[src/inc/pcd_defines.svh]
/*
  Offsets, field positions, reset values and clock figures for the
  multiplier and CPU clock divider control block.
  Assumes inclusion by bare name from files that also import pcd_pkg.
*/
`ifndef PCD_DEFINES_SVH
`define PCD_DEFINES_SVH

`define PCD_CLK_PERIOD_NS 25

// ============================================================
// Register offsets (byte addresses)
`define PCD_OFF_OSC_CTRL 8'h00
`define PCD_OFF_OSC_TUNE 8'h04
`define PCD_OFF_STATUS 8'h08
`define PCD_OFF_CONFIG 8'h0C
`define PCD_OFF_SYS_KHZ 8'h10
`define PCD_OFF_CPU_KHZ 8'h14

// ============================================================
// Field positions
`define PCD_SCS_LSB 0
`define PCD_INTERNAL_OSC_FREQ_SELECT_LSB 4
`define PCD_MULT_SOFTWARE_ENABLE_BIT 6
`define PCD_OSCILLATOR_SOURCE_CONFIG_LSB 0
`define PCD_FORCE_BIT 4
`define PCD_CPU_CLOCK_DIV_SELECT_LSB 3

// ============================================================
// Reset values and codes
`define PCD_SCS_RESET 2'h0
`define PCD_INTERNAL_OSC_FREQ_SELECT_RESET 3'h3
`define PCD_INTERNAL_OSC_FREQ_SELECT_8MHZ 3'h6
`define PCD_OSCILLATOR_SOURCE_CONFIG_INT_A 4'h8
`define PCD_OSCILLATOR_SOURCE_CONFIG_INT_B 4'h9
`define PCD_MULT_FACTOR 20'h00004
`define PCD_SECONDARY_KHZ 20'h00020
`define PCD_EXT_OSC_KHZ 20'h02EE0

`endif

[src/inc/pcd_pkg.sv]
/*
  Types shared by the clock control block.
  Assumes nothing beyond a SystemVerilog compiler.
*/
package pcd_pkg;
  typedef enum logic [1:0] {
    PCD_SRC_PRIMARY,
    PCD_SRC_SECONDARY,
    PCD_SRC_INTERNAL
  } pcd_src_t;
  typedef logic [19:0] pcd_khz_t;
  typedef logic [1:0] pcd_ratio_t;
endpackage

[src/inc/pcd_div_if.sv]
/*
  Link between the control block and its CPU clock divider.
  Assumes both ends run on the same system clock.
*/
`timescale 1ns/100ps
interface pcd_div_if;
  import pcd_pkg::*;
  logic src_rise;
  logic src_level;
  pcd_ratio_t ratio;
  logic div_clk;
  logic div_tick;
  modport ctrl (output src_rise, output src_level, output ratio, input div_clk, input div_tick);
  modport div (input src_rise, input src_level, input ratio, output div_clk, output div_tick);
endinterface

[src/logic/pcd_cpu_div.sv]
/*
  CPU clock divider: divides the configured source by one to four.
  Assumes source edges arrive already synchronised as one-cycle pulses.
*/
`timescale 1ns/100ps
module pcd_cpu_div (
  input wire logic MCLK_I,
  input wire logic SRST_I,
  pcd_div_if.div dv
);
  import pcd_pkg::*;
  logic [1:0] cnt;
  logic [1:0] half;
  logic div_clk;
  logic div_tick;

  // Number of source edges the output stays high
  assign half = dv.ratio[1] ? 2'h2 : 2'h1;

  // ============================================================
  // Edge counter, moves only on source edges
  always_ff @(posedge MCLK_I) begin
    if (SRST_I) begin
      cnt <= 2'h0;
    end else if (dv.src_rise) begin
      cnt <= (cnt >= dv.ratio) ? 2'h0 : cnt + 2'h1;
    end
  end

  // ============================================================
  // Registered output, glitch free by construction
  always_ff @(posedge MCLK_I) begin
    if (SRST_I) begin
      div_clk <= 1'b0;
      div_tick <= 1'b0;
    end else begin
      div_tick <= dv.src_rise && (cnt >= dv.ratio);
      if (dv.ratio == 2'h0) begin
        div_clk <= dv.src_level;
      end else if (dv.src_rise) begin
        // Ratio two (divide by three) is high two edges, low one: duty is traded for simplicity
        div_clk <= (((cnt >= dv.ratio) ? 2'h0 : cnt + 2'h1) < half);
      end
    end
  end

  assign dv.div_clk = div_clk;
  assign dv.div_tick = div_tick;
endmodule

[src/logic/pcd_top.sv]
/*
  Clock control: times-four multiplier enable, system clock source and
  frequency tracking, CPU clock divider, AXI4-Lite register slave.
  Assumes configuration straps are stable while SRST_I is high and the
  configured oscillator arrives on SRC_CLK_I well below MCLK_I / 2.
*/
// Chosen here: the register offsets and the AXI4-Lite register port.
`timescale 1ns/100ps
`include "pcd_defines.svh"
module pcd_top (
  input wire logic MCLK_I,
  input wire logic SRST_I,
  input wire logic [7:0] CFG_HIGH_I,
  input wire logic [7:0] CFG_LOW_I,
  input wire logic SRC_CLK_I,
  input wire logic [31:0] S_AXI_AWADDR,
  input wire logic S_AXI_AWVALID,
  output logic S_AXI_AWREADY,
  input wire logic [31:0] S_AXI_WDATA,
  input wire logic [3:0] S_AXI_WSTRB,
  input wire logic S_AXI_WVALID,
  output logic S_AXI_WREADY,
  output logic [1:0] S_AXI_BRESP,
  output logic S_AXI_BVALID,
  input wire logic S_AXI_BREADY,
  input wire logic [31:0] S_AXI_ARADDR,
  input wire logic S_AXI_ARVALID,
  output logic S_AXI_ARREADY,
  output logic [31:0] S_AXI_RDATA,
  output logic [1:0] S_AXI_RRESP,
  output logic S_AXI_RVALID,
  input wire logic S_AXI_RREADY,
  output logic MULT_ENABLED_O,
  output pcd_pkg::pcd_src_t SYS_SRC_O,
  output pcd_pkg::pcd_khz_t SYS_CLK_KHZ_O,
  output pcd_pkg::pcd_khz_t CPU_CLK_KHZ_O,
  output logic CPU_CLK_O,
  output logic CPU_TICK_O
);
  import pcd_pkg::*;

  logic [7:0] cfg_h_s1;
  logic [7:0] cfg_h_s2;
  logic [7:0] cfg_l_s1;
  logic [7:0] cfg_l_s2;
  logic [7:0] config_word_one_high;
  logic [7:0] config_word_one_low;
  logic src_s1;
  logic src_s2;
  logic src_s3;
  logic [1:0] system_clock_select;
  logic [2:0] internal_osc_freq_select;
  logic mult_software_enable;
  logic mult_on;
  logic [3:0] oscillator_source_config;
  logic mult_config_force_enable;
  logic oscillator_source_config_internal;
  pcd_khz_t internal_oscillator_khz;
  pcd_khz_t primary_khz;
  pcd_khz_t next_sys_khz;
  pcd_khz_t next_cpu_khz;
  pcd_src_t next_src;
  logic wr_go;
  logic [7:0] wr_off;
  logic [7:0] rd_off;
  logic [1:0] next_scs;
  logic [2:0] next_internal_osc_freq_select;
  logic [31:0] rd_word;
  logic rd_hit;

  pcd_div_if dv ();

  // ============================================================
  // Synchronisers and strap capture
  always_ff @(posedge MCLK_I) begin
    cfg_h_s1 <= CFG_HIGH_I;
    cfg_h_s2 <= cfg_h_s1;
    cfg_l_s1 <= CFG_LOW_I;
    cfg_l_s2 <= cfg_l_s1;
    src_s1 <= SRC_CLK_I;
    src_s2 <= src_s1;
    src_s3 <= src_s2;
  end

  // Configuration words are only taken while reset is held
  always_ff @(posedge MCLK_I) begin
    if (SRST_I) begin
      config_word_one_high <= cfg_h_s2;
      config_word_one_low <= cfg_l_s2;
    end
  end

  assign oscillator_source_config = config_word_one_high[`PCD_OSCILLATOR_SOURCE_CONFIG_LSB +: 4];
  assign mult_config_force_enable = config_word_one_high[`PCD_FORCE_BIT];
  assign oscillator_source_config_internal = (oscillator_source_config == `PCD_OSCILLATOR_SOURCE_CONFIG_INT_A) ||
                         (oscillator_source_config == `PCD_OSCILLATOR_SOURCE_CONFIG_INT_B);

  // ============================================================
  // Multiplier enable
  assign mult_on = mult_config_force_enable | mult_software_enable;

  // ============================================================
  // Frequency tracking
  always_comb begin
    unique case (internal_osc_freq_select)
      3'h0: internal_oscillator_khz = 20'h0001F;
      3'h1: internal_oscillator_khz = 20'h000FA;
      3'h2: internal_oscillator_khz = 20'h001F4;
      3'h3: internal_oscillator_khz = 20'h003E8;
      3'h4: internal_oscillator_khz = 20'h007D0;
      3'h5: internal_oscillator_khz = 20'h00FA0;
      3'h6: internal_oscillator_khz = 20'h01F40;
      3'h7: internal_oscillator_khz = 20'h03E80;
    endcase
  end

  always_comb begin
    primary_khz = oscillator_source_config_internal ? internal_oscillator_khz : `PCD_EXT_OSC_KHZ;
    if (mult_on) begin
      primary_khz = 20'(primary_khz * `PCD_MULT_FACTOR);
    end
    next_src = PCD_SRC_PRIMARY;
    next_sys_khz = primary_khz;
    if (system_clock_select == 2'h1) begin
      next_src = PCD_SRC_SECONDARY;
      next_sys_khz = `PCD_SECONDARY_KHZ;
    end else if (system_clock_select[1]) begin
      next_src = PCD_SRC_INTERNAL;
      next_sys_khz = internal_oscillator_khz;
    end
    // Divider sees the configured source only
    unique case (config_word_one_low[`PCD_CPU_CLOCK_DIV_SELECT_LSB +: 2])
      2'h0: next_cpu_khz = primary_khz;
      2'h1: next_cpu_khz = primary_khz / 20'h00002;
      2'h2: next_cpu_khz = primary_khz / 20'h00003;
      2'h3: next_cpu_khz = primary_khz / 20'h00004;
    endcase
  end

  always_ff @(posedge MCLK_I) begin
    if (SRST_I) begin
      MULT_ENABLED_O <= 1'b0;
      SYS_SRC_O <= PCD_SRC_PRIMARY;
      SYS_CLK_KHZ_O <= 20'h00000;
      CPU_CLK_KHZ_O <= 20'h00000;
    end else begin
      MULT_ENABLED_O <= mult_on;
      SYS_SRC_O <= next_src;
      SYS_CLK_KHZ_O <= next_sys_khz;
      CPU_CLK_KHZ_O <= next_cpu_khz;
    end
  end

  // ============================================================
  // CPU clock divider
  assign dv.src_rise = src_s2 & ~src_s3;
  assign dv.src_level = src_s2;
  assign dv.ratio = config_word_one_low[`PCD_CPU_CLOCK_DIV_SELECT_LSB +: 2];
  assign CPU_CLK_O = dv.div_clk;
  assign CPU_TICK_O = dv.div_tick;

  pcd_cpu_div u_div (
    .MCLK_I(MCLK_I),
    .SRST_I(SRST_I),
    .dv(dv)
  );

  // ============================================================
  // AXI4-Lite write path: address and data taken together
  assign wr_go = S_AXI_AWVALID & S_AXI_WVALID & ~S_AXI_BVALID;
  assign S_AXI_AWREADY = wr_go;
  assign S_AXI_WREADY = wr_go;
  assign wr_off = S_AXI_AWADDR[7:0];
  assign next_scs = S_AXI_WDATA[`PCD_SCS_LSB +: 2];
  assign next_internal_osc_freq_select = S_AXI_WDATA[`PCD_INTERNAL_OSC_FREQ_SELECT_LSB +: 3];

  always_ff @(posedge MCLK_I) begin
    if (SRST_I) begin
      system_clock_select <= `PCD_SCS_RESET;
      internal_osc_freq_select <= `PCD_INTERNAL_OSC_FREQ_SELECT_RESET;
      mult_software_enable <= 1'b0;
    end else if (wr_go && S_AXI_WSTRB[0] && S_AXI_AWADDR[31:8] == 24'h000000) begin
      if (wr_off == `PCD_OFF_OSC_CTRL) begin
        // Plain unmultiplied 8 MHz is refused while forced on
        if (!(mult_config_force_enable && next_scs[1] &&
              next_internal_osc_freq_select == `PCD_INTERNAL_OSC_FREQ_SELECT_8MHZ)) begin
          system_clock_select <= next_scs;
          internal_osc_freq_select <= next_internal_osc_freq_select;
        end
      end
      if (wr_off == `PCD_OFF_OSC_TUNE) begin
        mult_software_enable <= S_AXI_WDATA[`PCD_MULT_SOFTWARE_ENABLE_BIT];
      end
    end
  end

  always_ff @(posedge MCLK_I) begin
    if (SRST_I) begin
      S_AXI_BVALID <= 1'b0;
      S_AXI_BRESP <= 2'h0;
    end else if (wr_go) begin
      S_AXI_BVALID <= 1'b1;
      S_AXI_BRESP <= (S_AXI_AWADDR[31:8] == 24'h000000 &&
                      (wr_off == `PCD_OFF_OSC_CTRL || wr_off == `PCD_OFF_OSC_TUNE))
                     ? 2'h0 : 2'h2;
    end else if (S_AXI_BREADY) begin
      S_AXI_BVALID <= 1'b0;
    end
  end

  // ============================================================
  // AXI4-Lite read path
  assign S_AXI_ARREADY = ~S_AXI_RVALID;
  assign rd_off = S_AXI_ARADDR[7:0];

  always_comb begin
    rd_word = 32'h00000000;
    rd_hit = (S_AXI_ARADDR[31:8] == 24'h000000);
    unique case (rd_off)
      `PCD_OFF_OSC_CTRL: rd_word = {25'h0000000, internal_osc_freq_select, 2'h0,
                                    system_clock_select};
      `PCD_OFF_OSC_TUNE: rd_word = {25'h0000000, mult_software_enable, 6'h00};
      `PCD_OFF_STATUS: rd_word = {29'h00000000, SYS_SRC_O, MULT_ENABLED_O};
      `PCD_OFF_CONFIG: rd_word = {16'h0000, config_word_one_low, config_word_one_high};
      `PCD_OFF_SYS_KHZ: rd_word = {12'h000, SYS_CLK_KHZ_O};
      `PCD_OFF_CPU_KHZ: rd_word = {12'h000, CPU_CLK_KHZ_O};
      default: rd_hit = 1'b0;
    endcase
  end

  always_ff @(posedge MCLK_I) begin
    if (SRST_I) begin
      S_AXI_RVALID <= 1'b0;
      S_AXI_RDATA <= 32'h00000000;
      S_AXI_RRESP <= 2'h0;
    end else if (S_AXI_ARVALID && !S_AXI_RVALID) begin
      S_AXI_RVALID <= 1'b1;
      S_AXI_RDATA <= rd_hit ? rd_word : 32'h00000000;
      S_AXI_RRESP <= rd_hit ? 2'h0 : 2'h2;
    end else if (S_AXI_RREADY) begin
      S_AXI_RVALID <= 1'b0;
    end
  end
endmodule

[config.mk]
export PLATFORM = sky130hd
export DESIGN_NAME = pcd_top
export DESIGN_NICKNAME = d
export VERILOG_FILES = /design/src/inc/pcd_pkg.sv /design/src/inc/pcd_div_if.sv /design/src/logic/pcd_cpu_div.sv /design/src/logic/pcd_top.sv
export VERILOG_INCLUDE_DIRS = /design/src /design/src/inc
export SDC_FILE = /design/constraint.sdc
export NUM_CORES = 1
export LEC_CHECK = 0
export ABC_AREA = 0
export BUFFER_PORTS_ARGS = -buffer_cell sky130_fd_sc_hd__buf_2
export CAP_MARGIN = 15
export CORE_MARGIN = 2
export CORE_UTILIZATION = 35
export CTS_BUF_LIST = sky130_fd_sc_hd__clkbuf_16
export DETAILED_ROUTE_END_ITERATION = 8
export SYNTH_ARGS = -nofsm -noshare
export SYNTH_HDL_FRONTEND = slang
export SYNTH_SLANG_ARGS = --single-unit
[constraint.sdc]
create_clock -name MCLK_I -period 6.8 [get_ports MCLK_I]
set_input_delay 1.36 -clock MCLK_I [delete_from_list [all_inputs] [get_ports MCLK_I]]
set_output_delay 1.36 -clock MCLK_I [all_outputs]
set_load 0.05 [all_outputs]
==> results of run 1 <==
synth_stat cells, drive strengths merged (3+ instances only):
cell type    n
xnor2        5
o211ai      11
nor3b        3
nand2b      10
a221oi       4
a2bb2oi      3
o31ai        6
nand4        6
or3          6
buf         42
o22ai       12
nand3       14
clkbuf      41
edfxtp      16
a222oi       3
ha           5
nor2       103
nor2b        6
a2111oi      5
and2         7
a31o         4
a211oi      11
a31oi       15
a22oi       42
nor4        16
dfxtp      114
nor3        21
inv         13
a21oi       62
or3b         3
a221o        4
o21ai       47
or2          4
a21o         6
nand2       76
and3         7
mux2i       17
metal layers:
layer  up-vias  global-route usage, %  wire (um)
met4         0                   6.15        287
met5         -                      0          0
met3        26                   3.76       1650
li1       3207                      -          -
met1      3120                   26.2       9000
met2       288                   34.5       9930
registers in the layout, indices dropped and copies added, names as in the netlist, 14 cells and up:
name	flops
CPU_CLK_KHZ_O	16
S_AXI_RDATA	16
internal_oscillator_khz	14
SYS_CLK_KHZ_O	16
per-stage QoR:
| stage | setup WS (ns) | hold WS (ns) | power (mW) |
|---|---|---|---|
| final | 1.06 | 0.324 | 2.04 |
| after global routing | 0.555 | 0.327 | 2.12 |
| after CTS | 1.11 | 0.326 | 2.05 |
| after detailed placement | 1.16 | 0.313 | 1.14 |
| after global placement | 1.18 | 0.311 | 1.14 |
| after floorplan | 1.94 | 0.310 | 1.06 |
cell families (layout without fill, tap and decap cells):
| family | count (synthesis) | count (layout) | share of synthesized area [%] |
|---|---|---|---|
| AND/OR/NAND/NOR | 289 | 289 | 20.4 |
| AO/OA/AOI/OAI | 261 | 261 | 26.5 |
| flip-flops | 130 | 130 | 40.9 |
| buffers and inverters | 98 | 219 | 7.12 |
| multiplexers | 19 | 19 | 3.08 |
| XOR/XNOR | 7 | 7 | 0.908 |
| adder cells (fa/ha/maj) | 5 | 5 | 0.927 |
| other | 1 | 26 | 0.0556 |
power by group:
part / leakage [nW] / total [mW] / switching (mW) / internal [mW]
sequential: 1.10 / 0.827 / 0.0183 / 0.808
combinational: 2.17 / 0.298 / 0.207 / 0.0919
clock: 0.282 / 0.912 / 0.340 / 0.572
total: 3.54 / 2.04 / 0.565 / 1.47
how the worst max path moves through the flow:
stage	from	endpoint	slack [ns]	cells past startpoint
2_1_floorplan	internal_oscillator_khz[13]$_SDFF_PN0_	CPU_CLK_KHZ_O[0]$_SDFF_PP0_	1.94	23
4_1_cts	internal_oscillator_khz[11]$_SDFF_PN0_	CPU_CLK_KHZ_O[0]$_SDFF_PP0_	1.11	20
3_3_place_gp	config_word_one_high[1]$_DFFE_PP_	CPU_CLK_KHZ_O[0]$_SDFF_PP0_	1.18	21
6_report	internal_oscillator_khz[11]$_SDFF_PN0_	CPU_CLK_KHZ_O[0]$_SDFF_PP0_	1.06	20
5_1_grt	internal_oscillator_khz[11]$_SDFF_PN0_	CPU_CLK_KHZ_O[0]$_SDFF_PP0_	0.56	20
3_5_place_dp	internal_oscillator_khz[11]$_SDFF_PN0_	CPU_CLK_KHZ_O[0]$_SDFF_PP0_	1.16	20
final cells by class:
| class | count | area [sq um] | share of cell area (%) |
|---|---|---|---|
| multi-input cells | 607 | 3610 | 43.7 |
| flip-flops and latches | 130 | 2760 | 33.5 |
| repair buffers | 172 | 912 | 11.0 |
| clock buffers | 17 | 425 | 5.15 |
| well taps | 260 | 325 | 3.94 |
| clock inverters | 15 | 168 | 2.03 |
| inverters | 15 | 56.3 | 0.682 |
critical path, stage by stage, from the launching register on:
cell and delay [ns]:
dfxtp_1 0.77, or4bb_1 0.61, a31oi_4 0.26, or3_4 0.18
o21ai_2 0.08, o311ai_1 0.58, nand2_1 0.33, a32oi_1 0.26
o211ai_1 0.18, o31ai_4 0.39, a21oi_1 0.11, nor2_1 0.17
ha_1 0.19, nor2_1 0.08, xnor2_1 0.26, ha_1 0.29
or2_2 0.29, a31oi_1 0.16, o41ai_1 0.09, o21ai_0 0.20
a31oi_1 0.11
==> metrics.yaml, run 1 <==
drv_cap: 0
grt_start_max_net_pins: 46
final_common_cell: "buf_2"
ys.warnings.count: 0
holdPathEnd: "cfg_l_s2[4]$_DFF_P_"
numClockSinks: 130
initial_utilization_pct: 35.8
slew_viol_final: 0
r2r_end: "CPU_CLK_KHZ_O[0]$_SDFF_PP0_"
end_kind: "register"
period_share_pct: 84.5
power_density_nw_per_um2: 247
stdcell_count: 1216
core_area_sq_um: 18800
first_pass_iters: 5
vias: 6641
hp-start: "cfg_l_s1[4]$_DFF_P_"
rrSetupSlack_ns: 1.06
cts.htree.levels: 4
num_rows: 50
grt_first_pass_wirelength_um: 32300
routed_via_density: 5.46
drt_iter0_drc: 542
clkTransAtPathRegs_ns: 0.06
antenna_found_initial: 0
root_buffer: "clkbuf_16"
ys_seq_elements: 130
syn_to_final_growth_pct: 22.3
post-route-cell-area_sq_um: 8260
numCtsBuffers: 17
hold_path_class: "register to register"
insertion_delay_ns: 0.41
n_antenna_cell: 0
routed_wire_length_per_instance_um: 17.2
holdPathStages: 0
final_nets: 1072
synth_edf_count: 16
place_area_sq_um: 7650
die_h_um: 143
critical_path_required_ns: 7.09
fin_skew_ns: 0.00678
drive_gt1_share_pct: 23.7
status: "complete, no violations"
drt-total-wl_um: 20900
synthTopCellsByArea: "dfxtp_1 34%, edfxtp_1 7.1%, nor2_1 5.6%, a22oi_1 4.7%, a21oi_1 4.6%"
arrival_ns: 6.03
layout_common_cells: "153 x buf_2, 114 x dfxtp_1, 101 x nor2_1, 76 x nand2_1, 62 x a21oi_1"
die_x_um: 143
overflow: 0
r2r_start: "internal_oscillator_khz[11]$_SDFF_PN0_"
portBuffers: 153
yosysTopAreaCellShare_pct: 33.8
gp_congestion: 0.930
dieArea_sq_um: 20400
critPathMaxFanout: 21
fmaxAchievable_ghz: 0.174
finalSetupTns_ns: 0
ctsHoldBuffers: 0
ir_drop_uv: 187
track_usage_pct: 20.3
total_leakage_power_nw: 3.54
post_cts_resized: 0
synth_area_per_cell_sq_um: 8.33
synth_area_sq_um: 6750
cts_tree: "built"
min_period_ns: 5.74
startpoint_type: "register"
drt.antenna.violating_nets: 0
first_global_vias: 5978
synth-seq-area-share_pct: 40.9
crit_type: "register to register"
relSlewSlack_pct: 23.3
hold_viol_final: 0
tightest_slew_ns: 1.15
worstRegToRegCells: 20
synth_ff_type: "dfxtp_1"
synth_top_area_cell: "dfxtp_1"
place.detailed.hpwl_um: 15200
synthCells: 810
finish.utilization_pct: 43.8
n_fill_cell: 1892
postCtsSetupRepairBufs: 0
rsz0062_at_grt: "no"
async_reset_ff_share_pct: 0
drc: 0
setup_viol: 0
clockBufferDepth: 2
synth.distinct_cells: 83
dp_cells: 1183
ioPinCount: 210
Note: power is estimated with default switching activity, not from simulation.
==> inputs of run 2 (changes only) <==
==> constraint.sdc (replaced) <==
create_clock -name MCLK_I -period 5 [get_ports MCLK_I]
set_input_delay 1 -clock MCLK_I [delete_from_list [all_inputs] [get_ports MCLK_I]]
set_output_delay 1 -clock MCLK_I [all_outputs]
set_load 0.05 [all_outputs]
==> run 2 against run 1 <==
  * Flip-flop and latch count is the same
  * Combinational power is 67% higher
  * Routed wire length up 7.1%
  * Sequential share of layout area fell by 3.3 points
  * Critical path depth up 5
  * Maximum frequency up 19%
  * Largest cell class unchanged
==> metrics.yaml, run 2 (synthesis results as in run 1) <==
status: "complete, no violations"
totalPowerFinal_mw: 2.86
seq_power_share_pct: 39.1
n_antenna_cell: 0
antenna_found_initial: 0
total_leakage_power_nw: 4.04
initial_utilization_pct: 35.8
critPathLaunch: "config_word_one_high[4]$_DFFE_PP_"
r2r_start: "config_word_one_high[4]$_DFFE_PP_"
ioPinCount: 210
cpMaxStageDelayCell: "o32ai_1"
drc: 0
met3_length_um: 1600
die_x_um: 143
critical_path_required_ns: 5.33
relSlewSlack_pct: 27.1
drv_cap: 0
crit_type: "register to register"
place_ws_ns: 0.0119
pwr-share-comb_pct: 17.4
grt_start_max_net_pins: 46
overflow: 0
final_nets: 1163
final_common_cell: "buf_2"
slew_viol_final: 0
drt-total-wl_um: 22400
ir_drop_uv: 256
drt.antenna.violating_nets: 0
grt_first_pass_wirelength_um: 33200
fin_skew_ns: 0.00687
rsz0062_at_grt: "yes"
p_sw_share_pct: 28.9
regArea_sq_um: 2770
numClockSinks: 130
setup_viol: 0
insertion_delay_ns: 0.40
syn_to_final_growth_pct: 35.9
largestRegisters: "CPU_CLK_KHZ_O: 16 flops, SYS_CLK_KHZ_O: 16 flops, S_AXI_RDATA: 16 flops"
track_usage_pct: 20.7
gp_congestion: 0.934
drive_gt1_share_pct: 33.7
drt_iter0_drc: 547
portBuffers: 153
r2r_end: "CPU_CLK_KHZ_O[0]$_SDFF_PP0_"
setup_ws_ns: 0.157
hold_viol_final: 0
n_fill_cell: 1831
critPathMaxFanout: 13
fmaxAchievable_ghz: 0.206
first_global_vias: 6416
power_density_nw_per_um2: 312
core_area_sq_um: 18800
post-route-cell-area_sq_um: 9170
rrSetupSlack_ns: 0.16
vias: 7033
min_period_ns: 4.84
worstRegToRegCells: 25
intPower_mw: 2.04
end_kind: "register"
startpoint_type: "register"
clkTransAtPathRegs_ns: 0.06
first_pass_iters: 6
clockBufferDepth: 2
p_clk_share_pct: 43.5
cp-endpoint: "CPU_CLK_KHZ_O[0]$_SDFF_PP0_"
cts_tree: "built"
highest_layer: "met4"
tightest_slew_ns: 1.09
multi_input_area_sq_um: 3780
drt-met1-wl_um: 9510
numCtsBuffers: 17
layout_common_cells: "154 x buf_2, 111 x dfxtp_1, 98 x buf_4, 97 x nor2_1, 76 x nand2_1"
place_area_sq_um: 8270
dieArea_sq_um: 20400
root_buffer: "clkbuf_16"
arrival_ns: 5.18
switchingPower_mw: 0.827
place.detailed.hpwl_um: 16600
routed_via_density: 5.38
met2_length_um: 10800
worst_path_largest_cell_delay_ns: 0.44
num_rows: 50
routed_wire_length_per_instance_um: 17.1
die_h_um: 143
cts.htree.levels: 4
period_share_pct: 96.9
finalSetupTns_ns: 0
ctsHoldBuffers: 0
hold_path_class: "register to register"
[run 2: critical path: cells and delay by family, from the launching register on]
| kind | cells | cell delay (ns) |
|---|---|---|
| compound gates | 13 | 2.32 |
| simple gates | 7 | 1.23 |
| buf+inv | 4 | 0.54 |
| flops | 1 | 0.43 |
| fa+ha+maj | 1 | 0.25 |
[run 2: timing repair]
action | in CTS | in global routing
gates cloned | 0 | 1
resized for setup | 3 | 58
setup buffers | 0 | 8
endpoints found under the setup margin | 1 | 2
pin swaps | 0 | 24
[run 2: power by group through the flow]
stage	clock, mW	combinational, mW	sequential (mW)
floorplan	0	0.246	1.20
global placement	0	0.464	1.14
detailed placement	0	0.466	1.14
CTS	1.26	0.468	1.12
global route	1.31	0.536	1.12
finish	1.25	0.499	1.12
[run 2: how the worst min path moves through the flow]
| stage | start | endpoint | slack, ns | cells past startpoint |
|---|---|---|---|---|
| finish | cfg_l_s1[2]$_DFF_P_ | cfg_l_s2[2]$_DFF_P_ | 0.32 | 0 |
| global route | cfg_l_s1[2]$_DFF_P_ | cfg_l_s2[2]$_DFF_P_ | 0.33 | 0 |
| CTS | cfg_l_s1[2]$_DFF_P_ | cfg_l_s2[2]$_DFF_P_ | 0.32 | 0 |
| detailed placement | cfg_l_s1[6]$_DFF_P_ | cfg_l_s2[6]$_DFF_P_ | 0.31 | 0 |
| global placement | cfg_h_s1[7]$_DFF_P_ | cfg_h_s2[7]$_DFF_P_ | 0.31 | 0 |
| floorplan | cfg_h_s1[0]$_DFF_P_ | cfg_h_s2[0]$_DFF_P_ | 0.31 | 0 |
[run 2: area by class of cell]
cell class / instances / share of cell area [%]
clock buffer: 17 / 4.64
clock inverter: 15 / 1.87
inverter: 15 / 0.641
multi-input combinational: 607 / 41.2
sequential: 130 / 30.2
tap: 260 / 3.55
timing repair buffer: 263 / 17.9
[run 2: through the flow]
stage	instances	hold WS [ns]	util, %
detailed placement	1266	0.312	43.9
global route	1307	0.330	48.7
CTS	1298	0.322	47.2
floorplan	835	0.310	-
global placement	1266	0.310	43.9
finish	1307	0.323	48.7
[run 2: routing by layer]
| layer | global-route usage, % | up-vias |
|---|---|---|
| li1 | - | 3395 |
| met1 | 26.5 | 3279 |
| met2 | 35.3 | 324 |
| met3 | 4.73 | 35 |
| met4 | 5.11 | 0 |
| met5 | 0 | - |
==> inputs of run 3 (changes only) <==
==> constraint.sdc (replaced) <==
create_clock -name MCLK_I -period 4.5 [get_ports MCLK_I]
set_input_delay 0.9 -clock MCLK_I [delete_from_list [all_inputs] [get_ports MCLK_I]]
set_output_delay 0.9 -clock MCLK_I [all_outputs]
set_load 0.05 [all_outputs]
==> run 3 against run 2 <==
  * The flow now finishes with violations (negative setup slack)
  * Register-to-register slack worse by 0.43 ns
  * Sequential share of layout area is 1.3 points lower
  * Combinational power is 19% higher
  * Core utilization is 2.3 points higher
==> metrics.yaml, run 3 (synthesis results as in run 1) <==
status: "finished with violations"
violations: "negative setup slack"
min_period_ns: 4.77
first_global_vias: 6780
fmaxAchievable_ghz: 0.210
n_antenna_cell: 0
holdPathStages: 0
switchingPower_mw: 0.956
routed_wire_length_per_instance_um: 17.1
rrSetupSlack_ns: -0.27
cts.htree.levels: 4
drv_cap: 0
routed_via_density: 5.34
p_clk_share_pct: 45.3
place_ws_ns: -0.478
hold_viol_final: 0
startpoint_type: "register"
final_common_cell: "buf_2"
insertion_delay_ns: 0.42
drive_gt1_share_pct: 37.7
largestRegisters: "CPU_CLK_KHZ_O: 16 flops, SYS_CLK_KHZ_O: 16 flops, S_AXI_RDATA: 16 flops"
critical_path_required_ns: 4.83
numCtsBuffers: 17
gp_congestion: 0.916
drt_iter0_drc: 489
grt_start_max_net_pins: 46
slew_viol_final: 0
drc: 0
syn_to_final_growth_pct: 42.2
intPower_mw: 2.40
drt-total-wl_um: 23000
ir_drop_uv: 299
place.detailed.hpwl_um: 16900
seq_power_share_pct: 37.0
clockBufferDepth: 2
dieArea_sq_um: 20400
critPathMaxFanout: 5
ioPinCount: 210
drt.antenna.violating_nets: 0
layout_common_cells: "153 x buf_2, 143 x buf_4, 110 x dfxtp_1, 95 x nor2_1, 72 x nand2_1"
fin_skew_ns: 0.00948
relSlewSlack_pct: 24.6
die_x_um: 143
hold_ws_ns: 0.325
power_density_nw_per_um2: 350
rsz0062_at_grt: "yes"
numClockSinks: 130
overflow: 0
hold_path_class: "register to register"
setup_viol: 3
vias: 7182
initial_utilization_pct: 35.8
cp_cell_sequence: "or4b_4, a31oi_4, or3_4, o21ai_4, and3_4, or4b_4, a21o_1, o31ai_2, a22oi_2, and2_4, a21oi_4, nor2_4, ha_4, inv_4, nand2_4, or3_4, a21oi_2, a31o_1, a211oi_2, nor4b_2, nor4_2, a31oi_1"
crit_type: "register to register"
grt_first_pass_wirelength_um: 35300
tightest_slew_ns: 1.13
clkTransAtPathRegs_ns: 0.06
root_buffer: "clkbuf_16"
period_share_pct: 106
cts_tree: "built"
worst_path_largest_cell_delay_ns: 0.56
num_rows: 50
setup_ws_ns: -0.272
first_pass_iters: 5
arrival_ns: 5.10
total_leakage_power_nw: 4.27
pwr-share-comb_pct: 17.8
antenna_found_initial: 0
p_sw_share_pct: 28.5
track_usage_pct: 22.0
cpMaxStageDelayCell: "or4b_4"
final_nets: 1202
portBuffers: 153
die_h_um: 143
end_kind: "register"
worstRegToRegCells: 22
core_area_sq_um: 18800
run 3: changes by cell type in the layout (fill, tap and decap cells not counted), moves of 3 or more:
cell and change:
buf_4 +45, buf_6 -7, nand2_1 -4, nand2_2 +3
run 3: power groups by stage:
stage	logic (mW)	clock network, mW	registers (mW)
global placement	0.528	0	1.27
global route	0.638	1.58	1.24
finish	0.596	1.52	1.24
CTS	0.573	1.53	1.24
floorplan	0.282	0	1.33
detailed placement	0.527	0	1.27
run 3: layout make-up:
type,count,area (sq um)
multi-input combinational,607,3860
fill,1745,9230
sequential,130,2770
tap,260,325
inverter,15,58.8
clock inverter,15,220
timing repair buffer,302,1930
clock buffer,17,425
run 3: worst max-delay path: cells and delay by family (launching register included):
family / cells / cell delay [ns]
compound gates: 10 / 1.58
buf+inv: 1 / 0.06
flops: 1 / 0.36
simple gates: 10 / 2.43
fa+ha+maj: 1 / 0.25
run 3: repair_timing:
item,in CTS,in global routing
setup endpoints to repair,2,3
pin swaps,20,12
resized for setup,28,34
hold buffers,0,0
setup buffers,20,2
run 3: per-layer routing:
| metal | vias up | global-route usage [%] | wire [um] |
|---|---|---|---|
| li1 | 3466 | - | - |
| met4 | 0 | 7.03 | 473 |
| met3 | 52 | 4.59 | 1590 |
| met1 | 3330 | 28.3 | 10000 |
| met5 | - | 0 | 0 |
| met2 | 334 | 36.8 | 10900 |
run 3: worst paths after layout:
kind	endpoint	start
min	dv.src_level$_DFF_P_	src_s1$_DFF_P_
min reg2reg	dv.src_level$_DFF_P_	src_s1$_DFF_P_
max	CPU_CLK_KHZ_O[0]$_SDFF_PP0_	internal_oscillator_khz[11]$_SDFF_PN0_
max reg2reg	CPU_CLK_KHZ_O[0]$_SDFF_PP0_	internal_oscillator_khz[11]$_SDFF_PN0_
run 3: per-stage QoR:
stage / power, mW / instance area, sq um / utilization (%) / setup TNS (ns) / std cells
2_1_floorplan: 1.61 / 6910 / - / -0.0552 / 835
3_3_place_gp: 1.79 / 8540 / 45.4 / -0.690 / 1292
3_5_place_dp: 1.79 / 8540 / 45.4 / -0.721 / 1292
4_1_cts: 3.35 / 9440 / 50.1 / -0.425 / 1344
5_1_grt: 3.46 / 9600 / 51.0 / -1.19 / 1346
6_report: 3.36 / 9600 / 51.0 / -0.674 / 1346
